==> config.mk <==
export PLATFORM = sky130hd
export DESIGN_NAME = pitmr_timer
export DESIGN_NICKNAME = d
export VERILOG_FILES = /design/src/common/pitmr_pkg.sv /design/src/hdl/pitmr_prescale.sv /design/src/hdl/pitmr_timer.sv
export SDC_FILE = /design/constraint.sdc
export NUM_CORES = 1
export LEC_CHECK = 0
export ABC_AREA = 1
export BUFFER_PORTS_ARGS = -buffer_cell sky130_fd_sc_hd__buf_2
export CORE_MARGIN = 3
export CORE_UTILIZATION = 37
export CTS_BUF_LIST = sky130_fd_sc_hd__clkbuf_8
export CTS_CLUSTER_DIAMETER = 50
export DETAILED_ROUTE_END_ITERATION = 6
export PLACE_DENSITY_LB_ADDON = 0.15
export SETUP_SLACK_MARGIN = 0.05
export SYNTH_ARGS = -nofsm -noshare
export SYNTH_HDL_FRONTEND = slang
export SYNTH_HIERARCHICAL = 1
export SYNTH_SLANG_ARGS = --single-unit
==> constraint.sdc <==
create_clock -name mclk -period 1.9 [get_ports mclk]
set_input_delay 0.38 -clock mclk [delete_from_list [all_inputs] [get_ports mclk]]
set_output_delay 0.38 -clock mclk [all_outputs]
set_load 0.02 [all_outputs]
==> src/common/pitmr_pkg.sv <==
package pitmr_pkg;
	// ----------------------------------------------------------------
	// register map
	// ----------------------------------------------------------------
	localparam logic [3:0] PITMR_OFS_MODE = 4'h0;
	localparam logic [3:0] PITMR_OFS_STATUS = 4'h4;
	localparam logic [3:0] PITMR_OFS_ACK = 4'h8;
	localparam logic [3:0] PITMR_OFS_PEEK = 4'hC;
	localparam logic [3:0] PITMR_OFS_IRQ_MASK = 4'h0;
	// ----------------------------------------------------------------
	// field layout
	// ----------------------------------------------------------------
	localparam int PITMR_CNT_W = 20;
	localparam int PITMR_TALLY_W = 12;
	localparam int PITMR_RUN_BIT = 24;
	localparam int PITMR_IEN_BIT = 25;
	localparam int PITMR_FLAG_BIT = 0;
	localparam logic [31:0] PITMR_MODE_RST = 32'h000F_FFFF;
	localparam logic [19:0] PITMR_LIMIT_RST = 20'hF_FFFF;
	// ----------------------------------------------------------------
	// time base
	// ----------------------------------------------------------------
	localparam int PITMR_DIV = 16;
	localparam int PITMR_DIV_W = 4;
	localparam logic [3:0] PITMR_DIV_LAST = 4'(PITMR_DIV - 1);
	// value view layout
	typedef struct packed {
		logic [11:0] tally;
		logic [19:0] count;
	} pitmr_value_t;
endpackage : pitmr_pkg

==> src/hdl/pitmr_prescale.sv <==
module pitmr_prescale
	import pitmr_pkg::*;
(
	// clock and reset
	input wire logic mclk,
	input wire logic rst_b,
	// control
	input wire logic hold,
	// time base
	output logic tick
);
	logic [PITMR_DIV_W-1:0] div_q;

	// free divider, frozen while held
	always_ff @(posedge mclk) begin
		if (!rst_b) begin
			div_q <= '0;
		end else if (!hold) begin
			div_q <= div_q + 4'h1;
		end
	end

	assign tick = !hold && (div_q == PITMR_DIV_LAST);
endmodule : pitmr_prescale

==> src/hdl/pitmr_timer.sv <==
// Design decisions made here: the address map and the plain strobed port.
module pitmr_timer
	import pitmr_pkg::*;
(
	// clock and reset
	input wire logic mclk,
	input wire logic rst_b,
	// register port
	input wire logic [3:0] reg_addr,
	input wire logic [31:0] reg_wdata,
	input wire logic reg_wr,
	input wire logic reg_rd,
	output logic [31:0] reg_rdata,
	// core state
	input wire logic debug_halt,
	// interrupt
	output logic irq
);
	// ----------------------------------------------------------------
	// state
	// ----------------------------------------------------------------
	logic [19:0] interval_limit_q;
	logic timer_run_enable_q;
	logic interval_irq_enable_q;
	logic active_q;
	logic [19:0] interval_count_q;
	logic [11:0] overflow_tally_q;
	logic interval_reached_flag_q;
	logic [31:0] reg_rdata_q;
	logic tick;
	logic wrap;
	logic ack_rd;
	logic mode_wr;
	pitmr_value_t value;

	// time base divider
	pitmr_prescale u_prescale (
		.mclk(mclk),
		.rst_b(rst_b),
		.hold(debug_halt),
		.tick(tick)
	);

	// decode
	assign mode_wr = reg_wr && (reg_addr == PITMR_OFS_MODE);
	assign ack_rd = reg_rd && (reg_addr == PITMR_OFS_ACK);
	assign wrap = tick && active_q && (interval_count_q == interval_limit_q);

	// ----------------------------------------------------------------
	// mode register
	// ----------------------------------------------------------------
	// limit and enables; a new limit touches no counter
	always_ff @(posedge mclk) begin
		if (!rst_b) begin
			interval_limit_q <= PITMR_LIMIT_RST;
			timer_run_enable_q <= 1'b0;
			interval_irq_enable_q <= 1'b0;
		end else if (mode_wr) begin
			interval_limit_q <= reg_wdata[PITMR_CNT_W-1:0];
			timer_run_enable_q <= reg_wdata[PITMR_RUN_BIT];
			interval_irq_enable_q <= reg_wdata[PITMR_IEN_BIT];
		end
	end

	// ----------------------------------------------------------------
	// counting
	// ----------------------------------------------------------------
	// run state sampled while idle and not halted with the count at zero, and again at each wrap
	always_ff @(posedge mclk) begin
		if (!rst_b) begin
			active_q <= 1'b0;
		end else if (!debug_halt && interval_count_q == '0 && !active_q) begin
			active_q <= timer_run_enable_q;
		end else if (wrap) begin
			active_q <= timer_run_enable_q;
		end
	end

	// interval counter
	always_ff @(posedge mclk) begin
		if (!rst_b) begin
			interval_count_q <= '0;
		end else if (wrap) begin
			interval_count_q <= '0;
		end else if (tick && active_q) begin
			interval_count_q <= interval_count_q + 20'h0_0001;
		end
	end

	// overflow tally; an ack read clears, a wrap in that cycle counts one
	always_ff @(posedge mclk) begin
		if (!rst_b) begin
			overflow_tally_q <= '0;
		end else if (ack_rd) begin
			overflow_tally_q <= wrap ? 12'h001 : 12'h000;
		end else if (wrap) begin
			overflow_tally_q <= overflow_tally_q + 12'h001;
		end
	end

	// ----------------------------------------------------------------
	// status and interrupt
	// ----------------------------------------------------------------
	// sticky flag, a wrap wins over the ack clear
	always_ff @(posedge mclk) begin
		if (!rst_b) begin
			interval_reached_flag_q <= 1'b0;
		end else if (wrap) begin
			interval_reached_flag_q <= 1'b1;
		end else if (ack_rd) begin
			interval_reached_flag_q <= 1'b0;
		end
	end

	assign irq = interval_reached_flag_q && interval_irq_enable_q;

	// ----------------------------------------------------------------
	// read path
	// ----------------------------------------------------------------
	assign value.tally = overflow_tally_q;
	assign value.count = interval_count_q;

	// read data stand for one cycle after the strobe
	always_ff @(posedge mclk) begin
		if (!rst_b) begin
			reg_rdata_q <= '0;
		end else if (reg_rd) begin
			unique case (reg_addr)
				PITMR_OFS_MODE: begin
					reg_rdata_q <= {6'h00, interval_irq_enable_q,
						timer_run_enable_q, 4'h0, interval_limit_q};
				end
				PITMR_OFS_STATUS: begin
					reg_rdata_q <= {31'h0000_0000, interval_reached_flag_q};
				end
				PITMR_OFS_ACK: begin
					reg_rdata_q <= value;
				end
				PITMR_OFS_PEEK: begin
					reg_rdata_q <= value;
				end
				default: begin
					reg_rdata_q <= '0;
				end
			endcase
		end else begin
			reg_rdata_q <= '0;
		end
	end

	assign reg_rdata = reg_rdata_q;
endmodule : pitmr_timer

==> results of run 1 <==
## power groups by stage
stage               Clock, W  Combinational [W]  Sequential [W]
finish               0.00148           0.000197         0.00195
global placement           0           0.000185         0.00200
global route         0.00158           0.000221         0.00196
detailed placement         0           0.000188         0.00200
floorplan                  0          0.0000985         0.00200
CTS                  0.00151           0.000189         0.00195
## kinds of logic after synthesis
logic type / count (synthesis) / synth area share
AND/OR/NAND/NOR: 336 / 0.3408
buffers and inverters: 98 / 0.09169
AO/OA/AOI/OAI: 96 / 0.1113
flip-flops: 92 / 0.4245
XOR/XNOR: 10 / 0.02019
adder cells (fa/ha/maj): 4 / 0.01153
## worst max-delay path, stage by stage, from the launching register on
cell     delay [ns]
dfxtp_2        0.36
ha_4           0.14
nand3_2        0.07
nor2_2         0.14
nand2_2        0.09
inv_4          0.10
nand2_2        0.05
nor2_2         0.08
nand2_2        0.06
nor2_4         0.13
nand3_4        0.11
buf_12         0.16
nand2_1        0.05
nor3b_1        0.19
## layer usage
layer / vias to the layer above / share of wire
met5: - / 0
met4: 0 / 0.019
met3: 17 / 0.045
met2: 85 / 0.44
met1: 1888 / 0.50
li1: 2203 / -
## timing repair
action,CTS,global route
resized for setup,4,42
cloned,0,1
setup endpoints to repair,28,33
pin swaps,2,20
setup buffers,1,7
## placed cells by master (no fill, tap or decap), drive strengths merged
| master | n |
|---|---|
| nand2 | 179 |
| dfxtp | 92 |
| buf | 92 |
| inv | 77 |
| nor2 | 72 |
| a21oi | 66 |
| nand3 | 46 |
| o21ai | 28 |
| nor3 | 19 |
| nand4 | 16 |
| clkbuf | 12 |
| xor2 | 9 |
| ha | 4 |
| o22ai | 2 |
| nor4 | 2 |
| bufinv | 2 |
| xnor2 | 1 |
| clkinv | 1 |
| nor3b | 1 |
| or2 | 1 |
## how the worst min path moves through the flow
stage / slack, ns / end / startpoint
2_1_floorplan: 0.44 / reg_rdata[31]$_SDFF_PN0_ / overflow_tally_q[11]$_SDFFE_PN0P_
3_3_place_gp: 0.46 / reg_rdata[2]$_SDFF_PN0_ / interval_limit_q[2]$_SDFFE_PN1P_
3_5_place_dp: 0.46 / reg_rdata[2]$_SDFF_PN0_ / interval_limit_q[2]$_SDFFE_PN1P_
4_1_cts: 0.19 / interval_limit_q[11]$_SDFFE_PN1P_ / reg_wdata[11]
5_1_grt: 0.21 / interval_limit_q[15]$_SDFFE_PN1P_ / reg_wdata[15]
6_report: 0.20 / interval_limit_q[11]$_SDFFE_PN1P_ / reg_wdata[11]
## cell type report
| type | instances | area [µm²] | area share |
|---|---|---|---|
| multi-input cells | 446 | 2251 | 0.4176 |
| flip-flops and latches | 92 | 1844 | 0.3422 |
| repair buffers | 93 | 610.6 | 0.1133 |
| inverters | 78 | 297.8 | 0.05525 |
| well taps | 140 | 175.2 | 0.03250 |
| clock buffers | 11 | 151.4 | 0.02809 |
| clock inverters | 2 | 60.06 | 0.01114 |
## flip-flops by register name, summed over array words and instances (netlist names)
register and flops:
overflow_tally_q 12, reg_rdata 32, interval_irq_enable_q 1, active_q 1
interval_reached_flag_q 1, timer_run_enable_q 1, interval_count_q 20, interval_limit_q 20
u_prescale/div_q 4
## synth_stat cells
| cell | n |
|---|---|
| dfxtp_1 | 92 |
| xnor2_1 | 1 |
| o21ai_0 | 28 |
| ha_1 | 4 |
| a21oi_1 | 66 |
| xor2_1 | 9 |
| buf_4 | 2 |
| nor2_1 | 61 |
| nand3_2 | 4 |
| clkinv_1 | 1 |
| nor2_4 | 4 |
| buf_2 | 5 |
| o22ai_1 | 2 |
| clkbuf_2 | 1 |
| nor4_1 | 2 |
| nor2_2 | 7 |
| buf_1 | 1 |
| nand2_1 | 172 |
| inv_1 | 63 |
| nor3_1 | 19 |
| inv_2 | 14 |
| nand3_1 | 42 |
| or2_2 | 1 |
| buf_6 | 2 |
| nand4_1 | 16 |
| clkbuf_1 | 9 |
| nor3b_1 | 1 |
| nand2_2 | 7 |
## per-stage QoR
| stage | hold slack, ns | std cells |
|---|---|---|
| final | 0.2045 | 862 |
| after global routing | 0.2114 | 862 |
| after CTS | 0.1933 | 854 |
| after detailed placement | 0.4606 | 840 |
| after global placement | 0.4635 | 840 |
| after floorplan | 0.4404 | 636 |
==> metrics.yaml, run 1 <==
timing:
  fin_skew_ns: 0.009922
  fmax_mhz: 545.2
  relSlewSlack: 0.6621
  hold_viol: 0
  timing.setup.tns_ns: 0
  grt_setup_unrepaired: "true"
  setup_viol: 0
  timing.final.ws_setup_ns: 0.06571
  tightest_slew_ns: 0.5030
  period_share: 0.9654
  min_period_ns: 1.834
  drv_slew: 0
detailed_routing:
  via_count: 4193
  drc: 0
  drtIter0Drc: 201
  via_per_inst: 4.864
  wirelength_um: 12200
  antenna_left: 0
  drtPass1Iterations: 4
  wire_per_inst_um: 14.16
synth:
  yosys.area.top_type: "dfxtp_1"
  ys_types: 28
  synth_top_area_frac: 0.4245
  yosys_warnings: 6
  synthesis.instances: 636
  ys_top_cells_by_area: "dfxtp_1 (42%), nand2_1 (15%), a21oi_1 (7.6%)"
  avgSynthCellArea_um2: 6.823
  ys_ff_latch: 92
  yosysSeqAreaShare: 0.4245
  synth_nets: 681
  synth_area_mm2: 0.004339
placed_design:
  io_buffers: 63
  post_dp_cell_area_mm2: 0.004920
  dp_hpwl_um: 8765
  place_congestion: 0.9042
  dp_slack_ns: -0.06197
grt:
  met3_usage: 0.03594
  antenna_found_initial: 0
  overflow: 0
  grt_pass1_wl_um: 19350
  grtUsageMet2: 0.2822
  top_usage_layer: "met2"
  grt_use_met1: 0.2656
  grt_pass1_vias: 3858
  grtUsageTotal: 0.1894
  grt_max_degree: 39
power_and_ir_drop:
  combPwrFrac: 0.054
  p_per_area_mw_per_mm2: 674.2
  peakVddDrop_mv: 0.3623
  fin_total_pwr_w: 0.003634
  pwr-share-seq: 0.538
  p_sw_w: 0.0008258
  switching_share: 0.2272
  p_leak_nw: 2.422
  clkPwrFrac: 0.408
  internal-power_w: 0.002808
critical_path:
  critPathLaunch: "u_prescale/div_q[1]$_SDFFE_PN0N_"
  rr_worst_depth: 13
  reg2reg_slack_ns: 0.07
  required_ns: 2.20
  crit_arrival_ns: 2.14
  crit_type: "reg2reg"
  reg2reg_to: "overflow_tally_q[1]$_SDFFE_PN0P_"
  cp-endpoint: "overflow_tally_q[1]$_SDFFE_PN0P_"
  critPathLaunchType: "register"
  crit_path_end_kind: "register"
  r2r-start: "u_prescale/div_q[1]$_SDFFE_PN0N_"
  critPathMaxFanout: 7
clock_tree:
  root_buffer: "clkbuf_8"
  htree_num_levels: 3
  cts.path.max_buffers: 2
  cts.clk_slew.worst_paths_ns: 0.09
  tritoncts.num_buffers: 9
  insertion_delay_ns: 0.39
  hold_buffers: 0
  clock-sinks: 92
  cts_tree: "yes"
final_layout:
  nFillCells: 1164
  n_antenna_cell: 0
  final_cell_area_mm2: 0.005390
  area_growth_pct: 24.22
  drive_gt1_frac: 0.2327
  num-nets-final: 765
  utilization: 0.4845
min_path:
  holdCritPathClass: "in2reg"
  hold_path_depth: 3
die:
  die_height_um: 114.3
  die_w_um: 114.3
  die_area_mm2: 0.01306
  fp-row-count: 38
  initial_core_util: 0.3900
  pin_count: 74
  core_area_mm2: 0.01113
flow_run:
  max-cap-violations: 0
run_status:
  outcome: "complete, no violations"
(Power assumes the default switching activity.)
==> inputs of run 2 (changes only) <==
CORE_UTILIZATION = 40   (was 37)
SYNTH_HIERARCHICAL = not set   (was 1)
==> run 2 against run 1 <==
Against the previous run:
- cell area shrank 6.5%
- largest power group unchanged
- combinational power down 15%
- critical endpoint is now interval_count_q[13]$_SDFFE_PP0P_
- register-to-register slack improved by 0.12 ns
- sequential share of layout area rose by 2.4 points
- routed wire length fell by 12%
- fmax grew 6.8%
- power fell by 9.1%
- sequential cell count is the same
- global-route usage rose by 0.29 points
==> metrics.yaml, run 2 <==
run_status:
  outcome: "complete, no violations"
power_and_ir_drop:
  p_per_area_mw_per_mm2: 656.0
  p_leak_nw: 2.268
  peakVddDrop_mv: 0.3094
  fin_total_pwr_w: 0.003304
synth:
  avgSynthCellArea_um2: 6.887
  yosys_warnings: 0
  synth.most_common_cell: "nand2_1"
  synthesis.instances: 627
  synth_top_area_frac: 0.4265
  ys_top_cells_by_area: "dfxtp_1 (43%), nand2_1 (16%), a21oi_1 (7.3%)"
  synth_common_cells: "nand2_1 (185), dfxtp_1 (92), inv_1 (67)"
  synth_top_flop_cell: "dfxtp_1"
  synth_area_mm2: 0.004318
  yosys.area.top_type: "dfxtp_1"
  ys_types: 33
  ys_ff_latch: 92
  synth_nets: 672
  synth-edff-count: 0
  synthArstFlopShare: 0
  yosysSeqAreaShare: 0.4265
critical_path:
  crit_path_end_kind: "register"
  required_ns: 2.17
  crit_type: "reg2reg"
  r2r-start: "u_prescale.div_q[0]$_SDFFE_PN0N_"
  critPathMaxFanout: 9
  crit_arrival_ns: 1.99
  crit_path_max_incr_delay_ns: 0.36
  critPathLaunchType: "register"
  cp_cell_sequence: "ha_1 > nand2_1 > nor3_2 > buf_6 > nand3b_1 > buf_4 > nor2_1 > xor2_1 > nor2_1"
  reg2reg_to: "interval_count_q[13]$_SDFFE_PP0P_"
  path_common_cell: "nor2_1"
  rr_worst_depth: 9
  cp-endpoint: "interval_count_q[13]$_SDFFE_PP0P_"
  slowest_stage: "dfxtp_1"
  critPathLaunch: "u_prescale.div_q[0]$_SDFFE_PN0N_"
  reg2reg_slack_ns: 0.18
timing:
  tightest_slew_ns: 0.4755
  period_share: 0.9035
  holdWs_ns: 0.2040
  grt_setup_unrepaired: "false"
  fmax_mhz: 582.5
  min_period_ns: 1.717
  drv_slew: 0
  timing.setup.tns_ns: 0
  relSlewSlack: 0.6790
  setup_viol: 0
  hold_viol: 0
  fin_skew_ns: 0.01013
flow_run:
  max-cap-violations: 0
final_layout:
  largest_register_ffs: 32
  layout_common_cells: "nand2_1 (185), dfxtp_1 (91), inv_1 (69)"
  area_growth_pct: 16.66
  drive_gt1_frac: 0.1702
  n_antenna_cell: 0
  utilization: 0.4836
  num-nets-final: 745
  final_common_cell: "nand2_1"
clock_tree:
  htree_num_levels: 3
  cts.clk_slew.worst_paths_ns: 0.09
  hold_buffers: 0
  cts_tree: "yes"
  cts.path.max_buffers: 2
  tritoncts.num_buffers: 9
  clock-sinks: 92
  insertion_delay_ns: 0.37
  root_buffer: "clkbuf_8"
placed_design:
  io_buffers: 63
  place_congestion: 0.9026
  dp_hpwl_um: 7991
die:
  initial_core_util: 0.4145
  die_w_um: 109.9
  core_area_mm2: 0.01042
  die_area_mm2: 0.01208
  fp-row-count: 37
  die_height_um: 109.9
  pin_count: 74
grt:
  grtUsageTotal: 0.1924
  overflow: 0
  grt_pass1_vias: 3765
  antenna_found_initial: 0
  grt_pass1_wl_um: 17930
  grt_max_degree: 32
detailed_routing:
  drtPass1Iterations: 5
  antenna_left: 0
  drtIter0Drc: 193
  wirelength_um: 10730
  drc: 0
  via_count: 4080
  via_per_inst: 4.851
  wire_per_inst_um: 12.76
min_path:
  holdCritPathClass: "in2reg"
run 2: power by group:
group / internal (W) / switching, W / total (W)
registers: 0.00194 / 0.0000113 / 0.00195
logic: 0.0000632 / 0.000105 / 0.000168
clock network: 0.000497 / 0.000686 / 0.00118
total: 0.00250 / 0.000802 / 0.00330
run 2: worst min path at each step:
stage	endpoint	startpoint	slack, ns	depth (start not counted)
floorplan	u_prescale.div_q[3]$_SDFFE_PN0N_	u_prescale.div_q[3]$_SDFFE_PN0N_	0.42	1
global placement	u_prescale.div_q[3]$_SDFFE_PN0N_	u_prescale.div_q[3]$_SDFFE_PN0N_	0.44	1
detailed placement	u_prescale.div_q[3]$_SDFFE_PN0N_	u_prescale.div_q[3]$_SDFFE_PN0N_	0.45	1
CTS	u_prescale.div_q[1]$_SDFFE_PN0N_	debug_halt	0.19	2
global route	interval_limit_q[0]$_SDFFE_PN1P_	reg_wdata[0]	0.20	3
finish	u_prescale.div_q[1]$_SDFFE_PN0N_	debug_halt	0.20	2
run 2: layout make-up:
| type | instances | area [µm²] |
|---|---|---|
| fillers | 1120 | 5379 |
| clock inverters | 6 | 32.53 |
| clock buffers | 10 | 137.6 |
| repair buffers | 85 | 496.7 |
| inverters | 76 | 285.3 |
| well taps | 136 | 170.2 |
| multi-input cells | 436 | 2072 |
| flip-flops and latches | 92 | 1843 |
run 2: kinds of logic after synthesis:
group                    count (synthesis)  synth area share
AND/OR/NAND/NOR                        319            0.3141
buffers and inverters                   99           0.09678
AO/OA/AOI/OAI                           92            0.1084
flip-flops                              92            0.4265
XOR/XNOR                                21           0.04259
adder cells (fa/ha/maj)                  4           0.01159
run 2: worst max-delay path, delay by kind of cell (launching register included):
kind                       cells  cell delay, ns
and+or+nand+nor                5            0.58
DFF                            1            0.36
adders and majority gates      1            0.15
buffers and inverters          2            0.37
xor gates and xnor gates       1            0.16
run 2: repair_timing:
item                                    CTS  global route
endpoints found under the setup margin    0            23
setup buffers                             0             1
hold endpoints to repair                  0             0
resized for setup                         0             5
run 2: per-stage QoR:
stage	instances	area [µm²]	setup slack [ns]
after floorplan	627	4318	0.3776
after global placement	824	4841	0.1160
after detailed placement	824	4841	0.1022
after CTS	840	5011	0.1224
after global routing	841	5037	0.03440
final	841	5037	0.1833
run 2: layer usage:
metal | share of wire | wire [µm] | GRT usage | vias to the layer above
li1 | - | - | - | 2124
met1 | 0.46 | 4950 | 0.2555 | 1842
met2 | 0.47 | 5004 | 0.3042 | 95
met3 | 0.048 | 515 | 0.02936 | 19
met4 | 0.025 | 264 | 0.09350 | 0
met5 | 0 | 0 | 0 | -
